$ cat src/rtl/dsu_consts.vh
// constants for the service unit erase, security and identification block
// assumes inclusion by bare name from rtl and testbench files
`ifndef DSU_CONSTS_VH
`define DSU_CONSTS_VH
// register word offsets (byte address within one 0x100 copy, id base 0xFD0 above the copies)
`define DSU_OFF_CTRL 12'h000
`define DSU_OFF_STATUSA 12'h004
`define DSU_OFF_STATUSB 12'h008
`define DSU_OFF_DEVID 12'h018
`define DSU_OFF_CFG 12'h01C
`define DSU_OFF_PIDBASE 12'hFD0
`define DSU_OFF_ROMBASE 12'h01C
`define DSU_PID_SPAN 12'h020
// address windows
`define DSU_EXT_BASE 14'h0100
`define DSU_EXT_END 14'h2000
`define DSU_COPY_SIZE 14'h0100
// ctrl bits
`define DSU_CTRL_CE 1
// statusa bits
`define DSU_STA_DONE 0
`define DSU_STA_CRST 1
`define DSU_STA_PERR 3
// statusb bits
`define DSU_STB_PROT 0
`define DSU_STB_DBGPRES 1
`define DSU_STB_HPE 4
// cfg bits
`define DSU_CFG_GUARD 0
// erase phase lengths in cycles of the block clock
`define DSU_VOL_CYCLES 8'd16
`define DSU_FLASH_CYCLES 8'd64
`define DSU_LOCK_CYCLES 8'd8
// identification defaults (arbitrary neutral values)
`define DSU_MFG_CODE 7'h2A
`define DSU_PART_CODE 12'h5A5
`define DSU_REVISION 4'h0
`define DSU_DEVID_VALUE 32'h10010305
`define DSU_ROM_BASE 32'h41003000
`endif

$ cat src/rtl/dsu_sync2.v
// two flip-flop synchroniser for one level from outside the clock domain
// assumes clk is the block clock
`timescale 1ns/1ps
module dsu_sync2 (
  input wire clk,
  input wire rst,
  input wire rst_val,
  input wire d,
  output reg q
);
  reg meta;
  // first stage read only by second stage
  always @(posedge clk) begin
    if (rst) begin
      // both stages start at the level the caller calls idle
      meta <= rst_val;
      q <= rst_val;
    end else begin
      meta <= d;
      q <= meta;
    end
  end
endmodule

$ cat src/rtl/dsu_erase_seq.v
// erase sequencer: volatile clear, flash array erase, lock row erase
// assumes one-cycle start pulse and memory strobes sampled by the memories
`timescale 1ns/1ps
`include "dsu_consts.vh"
module dsu_erase_seq (
  input wire clk,
  input wire rst,
  input wire start,
  output reg busy,
  output reg done_pulse,
  output reg vol_clear,
  output reg flash_erase,
  output reg lock_erase
);
  localparam ST_IDLE = 2'b00;
  localparam ST_VOL = 2'b01;
  localparam ST_FLASH = 2'b10;
  localparam ST_LOCK = 2'b11;
  reg [1:0] state;
  reg [7:0] count;
  // phase sequencing, each phase a fixed count
  always @(posedge clk) begin
    if (rst) begin
      state <= ST_IDLE;
      count <= 8'h00;
      busy <= 1'b0;
      done_pulse <= 1'b0;
      vol_clear <= 1'b0;
      flash_erase <= 1'b0;
      lock_erase <= 1'b0;
    end else begin
      done_pulse <= 1'b0;
      case (state)
        ST_IDLE: begin
          if (start) begin
            state <= ST_VOL;
            count <= `DSU_VOL_CYCLES - 8'd1;
            busy <= 1'b1;
            vol_clear <= 1'b1;
          end
        end
        ST_VOL: begin
          if (count == 8'h00) begin
            state <= ST_FLASH;
            count <= `DSU_FLASH_CYCLES - 8'd1;
            vol_clear <= 1'b0;
            flash_erase <= 1'b1;
          end else begin
            count <= count - 8'd1;
          end
        end
        ST_FLASH: begin
          if (count == 8'h00) begin
            state <= ST_LOCK;
            count <= `DSU_LOCK_CYCLES - 8'd1;
            flash_erase <= 1'b0;
            lock_erase <= 1'b1;
          end else begin
            count <= count - 8'd1;
          end
        end
        ST_LOCK: begin
          if (count == 8'h00) begin
            state <= ST_IDLE;
            lock_erase <= 1'b0;
            busy <= 1'b0;
            done_pulse <= 1'b1;
          end else begin
            count <= count - 8'd1;
          end
        end
        default: begin
          state <= ST_IDLE;
        end
      endcase
    end
  end
endmodule

$ cat src/rtl/dsu_core.v
// service unit core: chip erase, protection filter, reset extension, identification
// assumes apb master on clk, protection level and strap pins from outside the domain
//
// Summary of operation
// - chip erase wipes volatile memory and flash array, not auxiliary rows
// - writing one to the erase bit in control starts a chip erase
// - erase command ignored while the write guard protects the registers
// - erase clears volatile memory, then flash array, then the lock row
// - completion flag in status A set when erase finishes, reads as one
// - memory programming through debug port only while unprotected
// - external reset low keeps internal resets and slow clocks
// - swclk low at reset release holds cpu, rest of system runs
// - protected debugger accesses outside external range get error response
// - low 0x100 bytes serve cpu, mirror at 0x100 serves debugger
// - protected debugger transfers accepted only in 0x0100 to 0x2000
// - protected: refuse cpu hold clear and disable hot-plug detection
// - lockout allows nonvolatile writes only from on-chip code
// - expose 64-bit peripheral id over eight id registers
// - revision field zero means use device id register
// - device id register encodes processor, family, series, select
// - rom table base readable from access port base register
// - reset release with swclk low detects debugger and holds cpu
// - writing one to cpu hold flag releases cpu unless protected
// - commands discarded while an operation runs
//
// Added by the designer: the APB register port and the register offsets.
`timescale 1ns/1ps
`include "dsu_consts.vh"
module dsu_core (
  input wire clk,
  input wire rst,
  input wire ext_reset_n,
  input wire swclk,
  input wire security_bit,
  input wire lockout,
  input wire debug_master,
  input wire cpu_nvm_write,
  input wire dbg_nvm_write,
  input wire psel,
  input wire penable,
  input wire pwrite,
  input wire [13:0] paddr,
  input wire [31:0] pwdata,
  input wire [3:0] pstrb,
  output wire pready,
  output reg [31:0] prdata,
  output reg pslverr,
  output reg cpu_reset_hold,
  output reg sys_reset_hold,
  output reg slow_clock_sel,
  output reg vol_clear,
  output reg flash_erase,
  output reg lock_erase,
  output reg nvm_write_allow,
  output reg debugger_present
);
  ////////////////////////////////////////////////////////////////////////
  // pin synchronisers
  // swclk starts at its pulled-up idle level, so leaving block reset
  // never looks like a falling edge or a cold plug
  // the reset pin starts as asserted, so a pin already low keeps the
  // internal resets on with no one-cycle gap after block reset
  wire swclk_s;
  wire ext_rst_n_s;

  dsu_sync2 u_sync_clk (
    .clk(clk),
    .rst(rst),
    .rst_val(1'b1),
    .d(swclk),
    .q(swclk_s)
  );

  dsu_sync2 u_sync_rst (
    .clk(clk),
    .rst(rst),
    .rst_val(1'b0),
    .d(ext_reset_n),
    .q(ext_rst_n_s)
  );
  reg prot_m;
  reg prot;
  reg lock_m;
  reg lock_s;
  // protection levels from fuse domain
  // protection reads as set until the fuse level has passed both stages,
  // the safe side while the real state is unknown
  always @(posedge clk) begin
    if (rst) begin
      prot_m <= 1'b1;
      prot <= 1'b1;
      lock_m <= 1'b0;
      lock_s <= 1'b0;
    end else begin
      prot_m <= security_bit;
      prot <= prot_m;
      lock_m <= lockout;
      lock_s <= lock_m;
    end
  end

  ////////////////////////////////////////////////////////////////////////
  // address decode helpers
  // is_ext: debugger window, the mirror copy up to 0x2000
  // reg_off: both 0x100 copies fold onto one register offset,
  // anything above them (identification words) keeps its own offset
  function is_ext;
    input [13:0] a;
    begin
      is_ext = (a >= `DSU_EXT_BASE) && (a < `DSU_EXT_END);
    end
  endfunction
  function [11:0] reg_off;
    input [13:0] a;
    begin
      if (a < `DSU_COPY_SIZE)
        reg_off = {4'h0, a[7:0]};
      else if (a < (`DSU_COPY_SIZE + `DSU_COPY_SIZE))
        reg_off = {4'h0, a[7:0]};
      else
        reg_off = a[11:0];
    end
  endfunction

  ////////////////////////////////////////////////////////////////////////
  // apb access qualification
  // one wait state per transfer: first access cycle registers read data
  // and error, second cycle presents them with pready
  // hazard avoided: a tied-high ready would hand over stale data,
  // since read data and error come from flip-flops
  reg guard;
  reg resp_ready;
  wire access = psel && penable;
  wire ext_acc = debug_master;

  // protected debugger access outside window refused
  wire filt_err = ext_acc && prot && !is_ext(paddr);
  wire [11:0] off = reg_off(paddr);

  // writes land only at the completing edge, once per transfer
  wire wr_ok = access && resp_ready && pwrite && !filt_err;
  wire rd_ok = access && !pwrite && !filt_err;

  // write guard binds cpu writes only, never the debugger
  wire guard_block = !ext_acc && guard;
  assign pready = resp_ready;

  ////////////////////////////////////////////////////////////////////////
  // control and status state
  reg done_flag;
  reg perr_flag;
  reg hot_seen;
  reg swclk_d;
  reg rst_d;
  wire seq_busy;
  wire seq_done;
  wire seq_vol;
  wire seq_flash;
  wire seq_lock;
  wire ce_write = wr_ok && (off == `DSU_OFF_CTRL) && pstrb[0] && pwdata[`DSU_CTRL_CE];
  wire ce_start = ce_write && !guard_block && !seq_busy;
  wire rst_rise = ext_rst_n_s && !rst_d;
  wire crst_wr = wr_ok && (off == `DSU_OFF_STATUSA) && pstrb[0] && pwdata[`DSU_STA_CRST];
  wire perr_wr = wr_ok && (off == `DSU_OFF_STATUSA) && pstrb[0] && pwdata[`DSU_STA_PERR];
  wire done_wr = wr_ok && (off == `DSU_OFF_STATUSA) && pstrb[0] && pwdata[`DSU_STA_DONE];

  dsu_erase_seq u_seq (
    .clk(clk),
    .rst(rst),
    .start(ce_start),
    .busy(seq_busy),
    .done_pulse(seq_done),
    .vol_clear(seq_vol),
    .flash_erase(seq_flash),
    .lock_erase(seq_lock)
  );

  // edge trackers for reset release and swclk falling
  // both read only the second synchroniser stage, reset to idle levels
  // so no false edge follows block reset
  always @(posedge clk) begin
    if (rst) begin
      swclk_d <= 1'b1;
      rst_d <= 1'b0;
    end else begin
      swclk_d <= swclk_s;
      rst_d <= ext_rst_n_s;
    end
  end

  // reset extension, debugger detection, status flags
  // the cpu stays in reset while the pin does; at release the level
  // of swclk decides whether the hold is extended for a debugger
  always @(posedge clk) begin
    if (rst) begin
      cpu_reset_hold <= 1'b1;
      debugger_present <= 1'b0;
      hot_seen <= 1'b0;
      done_flag <= 1'b0;
      perr_flag <= 1'b0;
      guard <= 1'b0;
    end else begin
      if (!ext_rst_n_s) begin
        cpu_reset_hold <= 1'b1;
        hot_seen <= 1'b0;
        debugger_present <= 1'b0;
      end else if (rst_rise) begin
        // swclk low: cold plug, hold cpu; swclk high: plain restart
        cpu_reset_hold <= !swclk_s;
        debugger_present <= !swclk_s;
      end else if (crst_wr) begin
        if (prot)
          perr_flag <= 1'b1;
        else
          cpu_reset_hold <= 1'b0;
      end else if (rst_d && swclk_d && !swclk_s && !prot) begin
        hot_seen <= 1'b1;
        debugger_present <= 1'b1;
      end
      if (perr_wr && !(crst_wr && prot))
        perr_flag <= 1'b0;
      // set wins over clear on completion
      if (seq_done)
        done_flag <= 1'b1;
      else if (ce_start || done_wr)
        done_flag <= 1'b0;
      if (wr_ok && (off == `DSU_OFF_CFG) && pstrb[0] && !ext_acc)
        guard <= pwdata[`DSU_CFG_GUARD];
    end
  end

  // reset, clock and erase strobes to the system
  // slow clock select holds from reset pin low until its release
  // erase strobes are one register behind the sequencer phases
  always @(posedge clk) begin
    if (rst) begin
      sys_reset_hold <= 1'b1;
      slow_clock_sel <= 1'b1;
      vol_clear <= 1'b0;
      flash_erase <= 1'b0;
      lock_erase <= 1'b0;
      nvm_write_allow <= 1'b0;
    end else begin
      sys_reset_hold <= !ext_rst_n_s;
      slow_clock_sel <= !ext_rst_n_s ? 1'b1 : slow_clock_sel & ~rst_rise;
      vol_clear <= seq_vol;
      flash_erase <= seq_flash;
      lock_erase <= seq_lock;
      // debug writes need unprotected, unlocked; cpu writes always ok
      nvm_write_allow <= cpu_nvm_write || (dbg_nvm_write && !prot && !lock_s);
    end
  end

  ////////////////////////////////////////////////////////////////////////
  // identification words
  // eight words from the id base: ids 4 to 7 first, then ids 0 to 3
  // id 0: part number low byte
  // id 1: maker code low nibble, part number high nibble
  // id 2: revision, maker code in use, maker code high bits
  // id 3 to 7: unused fields, continuation code and size count, all zero
  localparam [6:0] MFG = `DSU_MFG_CODE;
  localparam [11:0] PART = `DSU_PART_CODE;
  localparam [3:0] REV = `DSU_REVISION;
  wire [11:0] pid_rel = off - `DSU_OFF_PIDBASE;
  wire pid_hit = (off >= `DSU_OFF_PIDBASE) && (off < (`DSU_OFF_PIDBASE + `DSU_PID_SPAN));

  function [7:0] pid_byte;
    input [2:0] idx;
    begin
      case (idx)
        3'd0: pid_byte = PART[7:0];
        3'd1: pid_byte = {MFG[3:0], PART[11:8]};
        3'd2: pid_byte = {REV, 1'b1, MFG[6:4]};
        3'd3: pid_byte = 8'h00;
        3'd4: pid_byte = 8'h00;
        default: pid_byte = 8'h00;
      endcase
    end
  endfunction

  ////////////////////////////////////////////////////////////////////////
  // read data and error response
  reg [31:0] next_prdata;
  always @* begin
    next_prdata = 32'h00000000;
    case (off)
      `DSU_OFF_STATUSA: next_prdata = {28'h0, perr_flag, 1'b0, cpu_reset_hold, done_flag};
      `DSU_OFF_STATUSB: next_prdata = {27'h0, hot_seen | !prot, 2'b00, debugger_present, prot};
      `DSU_OFF_DEVID: next_prdata = `DSU_DEVID_VALUE;
      `DSU_OFF_CFG: next_prdata = {31'h0, guard};
      default: begin
        if (pid_hit)
          next_prdata = {24'h0, pid_byte({~pid_rel[4], pid_rel[3:2]})};
      end
    endcase
    if (ext_acc && (off == `DSU_OFF_ROMBASE) && paddr >= `DSU_EXT_END)
      next_prdata = `DSU_ROM_BASE;
  end

  // response registers and the single wait state
  // resp_ready rises after the first access cycle, falls after the second
  always @(posedge clk) begin
    if (rst) begin
      prdata <= 32'h00000000;
      pslverr <= 1'b0;
      resp_ready <= 1'b0;
    end else begin
      resp_ready <= access && !resp_ready;
      prdata <= rd_ok ? next_prdata : 32'h00000000;
      pslverr <= access && filt_err;
    end
  end
endmodule

$ cat config.mk
export PLATFORM = sky130hd
export DESIGN_NAME = dsu_core
export DESIGN_NICKNAME = d
export VERILOG_FILES = /design/src/rtl/dsu_sync2.v /design/src/rtl/dsu_erase_seq.v /design/src/rtl/dsu_core.v
export VERILOG_INCLUDE_DIRS = /design/src /design/src/rtl
export SDC_FILE = /design/constraint.sdc
export NUM_CORES = 1
export LEC_CHECK = 0
export BUFFER_PORTS_ARGS = -buffer_cell sky130_fd_sc_hd__buf_2
export CAP_MARGIN = 15
export CORE_MARGIN = 4
export CORE_UTILIZATION = 50
export CTS_CLUSTER_DIAMETER = 200
export CTS_CLUSTER_SIZE = 12
export DETAILED_ROUTE_END_ITERATION = 8
export MAX_ROUTING_LAYER = met4
export PLACE_DENSITY = 0.85
export SYNTH_ARGS = -nofsm -noshare
export SYNTH_HDL_FRONTEND = slang
export SYNTH_SLANG_ARGS = --single-unit
export TNS_END_PERCENT = 20
$ cat constraint.sdc
create_clock -name clk -period 5.8 [get_ports clk]
set_input_delay 1.16 -clock clk [delete_from_list [all_inputs] [get_ports clk]]
set_output_delay 1.16 -clock clk [all_outputs]
set_load 0.01 [all_outputs]
==> results of run 1 <==
cell usage in the layout (no fill, tap or decap), types with 2 or more instances in the layout:
cell / Yosys / final
sky130_fd_sc_hd__nand4_1: 4 / 4
sky130_fd_sc_hd__nor3_1: 13 / 13
sky130_fd_sc_hd__and2_1: 2 / 2
sky130_fd_sc_hd__o22ai_1: 2 / 2
sky130_fd_sc_hd__o21ai_0: 13 / 13
sky130_fd_sc_hd__a31oi_1: 3 / 3
sky130_fd_sc_hd__a21oi_1: 14 / 14
sky130_fd_sc_hd__or2_2: 9 / 9
sky130_fd_sc_hd__a211oi_1: 7 / 7
sky130_fd_sc_hd__nand3_1: 4 / 4
sky130_fd_sc_hd__inv_1: 11 / 11
sky130_fd_sc_hd__o21a_1: 2 / 2
sky130_fd_sc_hd__nor4_1: 3 / 3
sky130_fd_sc_hd__dfxtp_1: 47 / 47
sky130_fd_sc_hd__buf_2: 0 / 54
sky130_fd_sc_hd__a21oi_2: 2 / 2
sky130_fd_sc_hd__a32oi_1: 3 / 3
sky130_fd_sc_hd__nor3_2: 2 / 2
sky130_fd_sc_hd__nand2_1: 12 / 12
sky130_fd_sc_hd__conb_1: 1 / 17
sky130_fd_sc_hd__o211ai_1: 2 / 2
sky130_fd_sc_hd__nand2b_1: 3 / 3
sky130_fd_sc_hd__nor2b_1: 13 / 13
sky130_fd_sc_hd__nor2_1: 27 / 27
sky130_fd_sc_hd__a21o_1: 3 / 3
sky130_fd_sc_hd__clkbuf_8: 0 / 5
sky130_fd_sc_hd__ha_1: 6 / 6
cells by family (layout without fill, tap and decap cells):
| logic type | count (synthesis) | after routing |
|---|---|---|
| adder cells (fa/ha/maj) | 6 | 6 |
| AO/OA/AOI/OAI | 58 | 58 |
| flip-flops | 47 | 47 |
| AND/OR/NAND/NOR | 105 | 105 |
| other | 1 | 17 |
| multiplexers | 1 | 1 |
| XOR/XNOR | 1 | 1 |
| buffers and inverters | 42 | 73 |
routing by layer:
layer | wire length, um | up-vias
met4 | 76 | 0
li1 | - | 963
met1 | 1818 | 853
met3 | 339 | 7
met5 | 0 | -
met2 | 2236 | 53
critical path: cells and delay by family:
| family | cells | cell delay [ns] |
|---|---|---|
| buf+inv | 1 | 0.11 |
| compound gates | 2 | 0.64 |
| simple gates | 4 | 1.05 |
final timing paths:
check,endpoint,slack (ns)
hold / removal,u_sync_clk.q$_SDFF_PP1_,0.41
hold reg to reg,u_sync_clk.q$_SDFF_PP1_,0.41
setup / recovery,u_seq.count[3]$_SDFFE_PP0P_,3.00
setup reg to reg,u_seq.count[0]$_SDFFE_PP0P_,3.35
final cells by class:
| cell class | instances | area [sq um] | share of cell area [%] |
|---|---|---|---|
| multi-input cells | 188 | 1150 | 44.85 |
| flip-flops and latches | 47 | 940.9 | 36.70 |
| repair buffers | 54 | 270.3 | 10.54 |
| clock buffers | 5 | 68.82 | 2.684 |
| well taps | 52 | 65.06 | 2.538 |
| inverters | 11 | 41.29 | 1.611 |
| clock inverters | 3 | 27.53 | 1.074 |
where the power goes:
| part | total, uW | internal, uW | switching, uW |
|---|---|---|---|
| registers | 329 | 327 | 1.98 |
| clock network | 206 | 89.2 | 116 |
| logic | 37.8 | 14.3 | 23.6 |
metrics by stage:
stage	utilization (%)	power (uW)	setup slack (ns)	hold WS, ns
global placement	56.28	373.1	2.712	0.3940
finish	58.48	572.1	3.002	0.4146
floorplan	-	365.2	3.125	0.3895
CTS	58.48	579.8	3.033	0.4164
global route	58.48	598.4	2.866	0.4408
detailed placement	56.28	373.9	2.722	0.3981
==> summary.md, run 1 <==
| Metric | Value |
|---|---|
| Last weighted congestion value of the routability-driven placer | `approximately 0.9` |
| Clock tree root driver cell | `sky130_fd_sc_hd__clkbuf_8` |
| Part of the Yosys area used for sequential elements | `41.23%` |
| Die Area | `5709 sq um` |
| Resized cells post-CTS | `0` |
| Number of cells on the worst reg-to-reg path | `8` |
| Yosys top cell by area | `sky130_fd_sc_hd__dfxtp_1` |
| Rel. slew slack | `roughly three fifths` |
| Combined area of all synthesized cells | `between 2000 and 2500 sq um` |
| Count of cells along the worst hold path | `1` |
| Number of flops mapped to enable cells by yosys | `0` |
| Antenna cell count | `0` |
| Deepest clock path buffer count | `2` |
| Clock slew seen by the registers of the worst setup and hold paths | `~0.09 ns` |
| Highest clock rate | `about 360 MHz` |
| Fraction of final layout cells sized beyond drive strength 1 | `a little over a quarter` |
| Library cell with the highest instance count after synthesis | `sky130_fd_sc_hd__dfxtp_1` |
| Total DRC errors in the routed layout | `0` |
| Sum of negative setup slack | `0 ns` |
| Leftover overflow at the end of global routing | `0` |
| Overall fraction of global-route tracks in use | `between 15 and 20%` |
| Vias/cell | `roughly 5.2` |
| Number of global-route vias before repair | `~1700` |
| Synthesized-area fraction occupied by ao, oa, aoi and oai cells | `17.11%` |
| Max stage delay cell, worst path | `sky130_fd_sc_hd__nor4_4` |
| Io pins | `between 100 and 150` |
| Number of buffers created by CTS | `5` |
| Category of the critical setup timing path | `input pin to flip-flop` |
| Synth-to-layout area growth | `12.34%` |
| Final worst path period need | `roughly 2.8 ns` |
| Data arrival time of the worst path | `between 2 and 3 ns` |
| Wire length of the first global-routing pass | `about 6900 um` |
| Post-CTS Hold Buffers | `0` |
| Initial drt markers | `76` |
| Number of failing hold endpoints at the final stage | `0` |
| Clock H-tree levels | `2` |
| Met3 track utilization from global routing | `under 10%` |
| Share of synthesized area spent on multiplexers | `less than 1%` |
| Kind of start point of the critical path | `input pin` |
| Post-CTS setup buffers | `0` |
| Main combinational cell family by area after synthesis | `simple AND/OR/NAND/NOR gates` |
| Initial core utilization | `between 50% and 60%` |
| Synth area leaders | `sky130_fd_sc_hd__dfxtp_1 41%, sky130_fd_sc_hd__buf_4 8.2%, sky130_fd_sc_hd__nor2_1 4.4%, sky130_fd_sc_hd__nor2b_1 3.6%, sky130_fd_sc_hd__ha_1 3.3%` |
| Area of placed instances | `2467 sq um` |
| Unrepaired setup endpoints after global routing | `no` |
| Post-synthesis instance total | `between 200 and 300` |
| Pin count of the biggest net entering global routing | `37` |
| Avg Synthesized Cell Area | `between 8 and 9 sq um` |
| Summed area of non-filler cells in the final layout | `around 2600 sq um` |
| Crit path largest cell delay | `between 0.5 and 0.6 ns` |
| Count of buffers inserted at the top-level ports | `54` |
| Proportion of register bits with asynchronous set or reset after synthesis | `0%` |
| # placed instances | `roughly 350` |
| Largest regs | `prdata: 8 flops, u_seq.count: 8 flops, u_seq.state: 2 flops` |
| Primary flip-flop cell chosen by synthesis mapping | `sky130_fd_sc_hd__dfxtp_1` |
| Number of flip-flops and latches in the synthesized netlist | `47` |
| Number of max-cap violations | `0` |
| Final worst clock skew | `roughly 0.0037 ns` |
| Power per Cell Area | `~220 nW/um^2` |
| Worst ir drop on vdd | `approximately 0.11 mV` |
| Number of pins exceeding their max-slew limit in the final report | `0` |
| Cells along the critical path | `buf_2 -> nor3_2 -> nand4_2 -> nor4_4 -> a31oi_2 -> a2111oi_2 -> nor3_1` |
| Latest clock arrival within the worst-skew pair | `about 0.30 ns` |
| Die Wd | `around 76 um` |
| Clock tree from TritonCTS | `built` |
| Final number of setup-violating endpoints | `0` |
| Leak pwr | `about 0.0011 uW` |
| Number of rows created at floorplan | `24` |
| Synth Area in Simple Gates | `26.37%` |
| Final std cells w/o fill | `360` |
| Filler cell count in the final layout | `around 400` |
| Status | `finished, final reports clean` |
| CP Data Required Time | `approximately 6.0 ns` |
| Leading post-synthesis cells by instance count | `47 x sky130_fd_sc_hd__dfxtp_1, 27 x sky130_fd_sc_hd__nor2_1, 25 x sky130_fd_sc_hd__buf_4` |
| # clock sinks | `between 40 and 50` |
| Detailed-placement wirelength estimate | `3401 um` |
| Worst-margin pin slew | `roughly 0.57 ns` |
| Launch instance of the worst register-to-register path | `u_seq.count[0]$_SDFFE_PP0P_` |
| Met2 routing resource usage after global routing | `between 20% and 30%` |
| Routed length per placed instance | `~12 um` |
| GR Layer Usage met1 | `about 16%` |
| Adder-cell share of the synthesized area | `roughly 3.3%` |
| Post-synthesis share of cell area spent on xor and xnor gates | `less than 1%` |
| Worst hold-check path type | `flip-flop to flip-flop` |
| Critical path startpoint | `paddr[11]` |
| Residual antenna-violating net count after detailed routing | `0` |
| Peak fanout along the critical path | `9` |
| Net count of the finished layout | `approximately 380` |
| Nature of the critical path endpoint | `flip-flop` |
| Area of the core | `4384 sq um` |
| Origin of the worst min-delay path | `u_sync_clk.meta$_SDFF_PP1_` |
| Number of unique standard cell types used by synthesis | `between 40 and 50` |
| Length of the first detailed-routing pass in iterations | `4` |
| Antenna violations before repair | `0` |
| Yosys warning total | `0` |
| Vias after detailed routing | `~1900` |
| Most Used Layer, Global Route | `met2` |
| Die boundary height | `75.56 um` |
| WL final | `~4500 um` |
| Fraction of synthesized cell area taken by the top area cell type | `~41%` |
| Period Utilization, post-route | `around half` |
(Power assumes the default switching activity.)
==> inputs of run 2 (changes only) <==
--- a/config.mk
+++ b/config.mk
@@ -9,12 +9,12 @@
 export BUFFER_PORTS_ARGS = -buffer_cell sky130_fd_sc_hd__buf_2
 export CAP_MARGIN = 15
 export CORE_MARGIN = 4
-export CORE_UTILIZATION = 50
+export CORE_UTILIZATION = 47
 export CTS_CLUSTER_DIAMETER = 200
 export CTS_CLUSTER_SIZE = 12
 export DETAILED_ROUTE_END_ITERATION = 8
 export MAX_ROUTING_LAYER = met4
-export PLACE_DENSITY = 0.85
+export PLACE_DENSITY = 0.8
 export SYNTH_ARGS = -nofsm -noshare
 export SYNTH_HDL_FRONTEND = slang
 export SYNTH_SLANG_ARGS = --single-unit
==> constraint.sdc (replaced) <==
create_clock -name clk -period 2.9 [get_ports clk]
set_input_delay 0.58 -clock clk [delete_from_list [all_inputs] [get_ports clk]]
set_output_delay 0.58 -clock clk [all_outputs]
set_load 0.01 [all_outputs]
==> run 2 against run 1 <==
Compared with the run above:
- clock power up 97%
- first-iteration DRC count is 26% lower
- largest power group unchanged
- critical endpoint is now u_seq.count[0]$_SDFFE_PP0P_
- clock skew is 0.0054 ns higher
- via count increased by 3.4%
- design area is 1.3% higher
==> summary.md, run 2 (synthesis results as in run 1) <==
| Metric | Value |
|---|---|
| Status | `finished, final reports clean` |
| Synth-to-layout area growth | `13.76%` |
| Final worst path period need | `between 2 and 2.5 ns` |
| Number of max-cap violations | `0` |
| End of the worst register-to-register path | `u_seq.count[0]$_SDFFE_PP0P_` |
| Worst path bufs/invs | `1` |
| Power per Cell Area | `439.0 nW/um^2` |
| Worst hold-check path type | `flip-flop to flip-flop` |
| Area occupied by multi-input gates | `between 1000 and 1500 sq um` |
| Vias/cell | `5.146` |
| Number of buffers created by CTS | `5` |
| Commonest cells after routing, fill and taps aside | `54 x sky130_fd_sc_hd__buf_2, 47 x sky130_fd_sc_hd__dfxtp_1, 27 x sky130_fd_sc_hd__nor2_1` |
| WL final | `roughly 4700 um` |
| Io pins | `104` |
| Worst hold path endpoint | `u_sync_clk.q$_SDFF_PP1_` |
| Wire length of the first global-routing pass | `7900 um` |
| Worst ir drop on vdd | `about 0.28 mV` |
| Origin of the worst min-delay path | `u_sync_clk.meta$_SDFF_PP1_` |
| Filler cell count in the final layout | `between 400 and 500` |
| Detailed-placement wirelength estimate | `~3600 um` |
| Largest regs | `prdata: 8 flops, u_seq.count: 8 flops, u_seq.state: 2 flops` |
| Clock slew seen by the registers of the worst setup and hold paths | `about 0.080 ns` |
| Vias after detailed routing | `1940` |
| Max stage delay cell, worst path | `sky130_fd_sc_hd__and2_1` |
| Final worst clock skew | `~0.0091 ns` |
| Last weighted congestion value of the routability-driven placer | `around 0.92` |
| Number of global-route vias before repair | `~1800` |
| Die Wd | `about 78 um` |
| Final number of setup-violating endpoints | `0` |
| Count of buffers inserted at the top-level ports | `54` |
| Register area | `940.9 sq um` |
| Antenna cell count | `0` |
| Final std cells w/o fill | `377` |
| Number of failing hold endpoints at the final stage | `0` |
| Worst-margin pin slew | `approximately 0.5 ns` |
| Highest clock rate | `slightly above 400 MHz` |
| Count of cells along the worst hold path | `1` |
| Number of pins exceeding their max-slew limit in the final report | `0` |
| CP Data Required Time | `3.10 ns` |
| Deepest clock path buffer count | `2` |
| Die boundary height | `about 78 um` |
| Crit path largest cell delay | `0.44 ns` |
| Area of placed instances | `between 2000 and 3000 sq um` |
| Initial core utilization | `about half` |
| Top cell family by delay on the critical path | `simple AND/OR/NAND/NOR gates` |
| # clock sinks | `47` |
| Launch instance of the worst register-to-register path | `u_seq.count[0]$_SDFFE_PP0P_` |
| Summed area of non-filler cells in the final layout | `about 2600 sq um` |
| Category of the critical setup timing path | `flip-flop to flip-flop` |
| Clock tree root driver cell | `sky130_fd_sc_hd__clkbuf_8` |
| Residual antenna-violating net count after detailed routing | `0` |
| # placed instances | `roughly 370` |
| Die Area | `6035 sq um` |
| Number of rows created at floorplan | `25` |
| Most frequent standard cell in the layout excluding fill and tap cells | `sky130_fd_sc_hd__buf_2` |
| Peak fanout along the critical path | `11` |
| Fraction of final layout cells sized beyond drive strength 1 | `roughly 27%` |
| Nature of the critical path endpoint | `flip-flop` |
| Data arrival time of the worst path | `between 2 and 3 ns` |
| Post-CTS setup buffers | `0` |
| Kind of start point of the critical path | `flip-flop` |
| Total DRC errors in the routed layout | `0` |
| Post-CTS Hold Buffers | `0` |
| Number of cells on the worst reg-to-reg path | `8` |
| Antenna violations before repair | `0` |
| Leftover overflow at the end of global routing | `0` |
| Resized cells post-CTS | `0` |
| Setup slack of the worst register-to-register path | `0.42 ns` |
| Overall fraction of global-route tracks in use | `between 15 and 20%` |
| Cells along the critical path | `inv_1 -> ha_1 -> nor4b_4 -> and2_1 -> nand2_1 -> a31oi_2 -> nor2_1 -> a211oi_1` |
| Period Utilization, post-route | `85.52%` |
| Net count of the finished layout | `approximately 380` |
| Pin count of the biggest net entering global routing | `36` |
| Latest clock arrival within the worst-skew pair | `around 0.30 ns` |
| Clock H-tree levels | `2` |
| Unrepaired setup endpoints after global routing | `no` |
| Initial drt markers | `56` |
| Sum of negative setup slack | `0 ns` |
| Routed length per placed instance | `roughly 12 um` |
| Rel. slew slack | `between 60% and 70%` |
| Clock tree from TritonCTS | `built` |
| Length of the first detailed-routing pass in iterations | `4` |
| Leak pwr | `0.001102 uW` |
| Area of the core | `around 4700 sq um` |
run 2: cell count changes in the layout (fill, tap and decap cells not counted), sizes merged:
cell / delta
buf: +2
clkbuf: +2
inv: -2
clkinv: +1
clkinvlp: -1
run 2: power by group:
group          total (uW)  leakage, uW  switching, uW  internal (uW)
Combinational        77.8     0.000672           48.4           29.4
Clock                 405    0.0000484            209            195
Sequential            657     0.000381           3.79            653
run 2: layer usage:
layer	vias to the layer above	global-route usage, %	share of wire [%]
li1	965	-	-
met1	899	18.66	41
met2	69	26.80	50
met3	7	4.640	7.4
met4	0	6.940	1.5
met5	-	-	0
run 2: layout make-up:
| cell class | instances | share of cell area [%] |
|---|---|---|
| timing repair buffer | 56 | 10.99 |
| clock buffer | 7 | 3.325 |
| clock inverter | 1 | 0.3373 |
| tap | 67 | 3.229 |
| multi-input combinational | 188 | 44.29 |
| sequential | 47 | 36.24 |
| inverter | 11 | 1.590 |
run 2: through the flow:
stage	setup slack, ns	utilization, %	power, uW	hold slack, ns
floorplan	0.8053	-	730.4	0.3895
global placement	0.4953	52.95	748.3	0.3931
detailed placement	0.4658	52.95	749.9	0.3932
CTS	0.4181	54.97	1153	0.4093
global route	0.1267	54.97	1196	0.4272
finish	0.4199	54.97	1140	0.4047
run 2: worst register-to-register path, delay by kind of cell, from the launching register on:
kind,cells,cell delay (ns)
buffers and inverters,1,0.09
adder cells (fa/ha/maj),1,0.23
AO/OA/AOI/OAI,2,0.67
flip-flops,1,0.34
AND/OR/NAND/NOR,4,1.07
run 2: worst max-delay path by stage:
stage	depth (start not counted)	to	startpoint	slack, ns
after floorplan	6	u_seq.count[3]$_SDFFE_PP0P_	paddr[11]	0.81
after global placement	7	u_seq.count[3]$_SDFFE_PP0P_	paddr[11]	0.50
after detailed placement	8	u_seq.count[0]$_SDFFE_PP0P_	u_seq.count[0]$_SDFFE_PP0P_	0.47
after CTS	8	u_seq.count[0]$_SDFFE_PP0P_	u_seq.count[0]$_SDFFE_PP0P_	0.42
after global routing	8	u_seq.count[0]$_SDFFE_PP0P_	u_seq.count[0]$_SDFFE_PP0P_	0.13
final	8	u_seq.count[0]$_SDFFE_PP0P_	u_seq.count[0]$_SDFFE_PP0P_	0.42
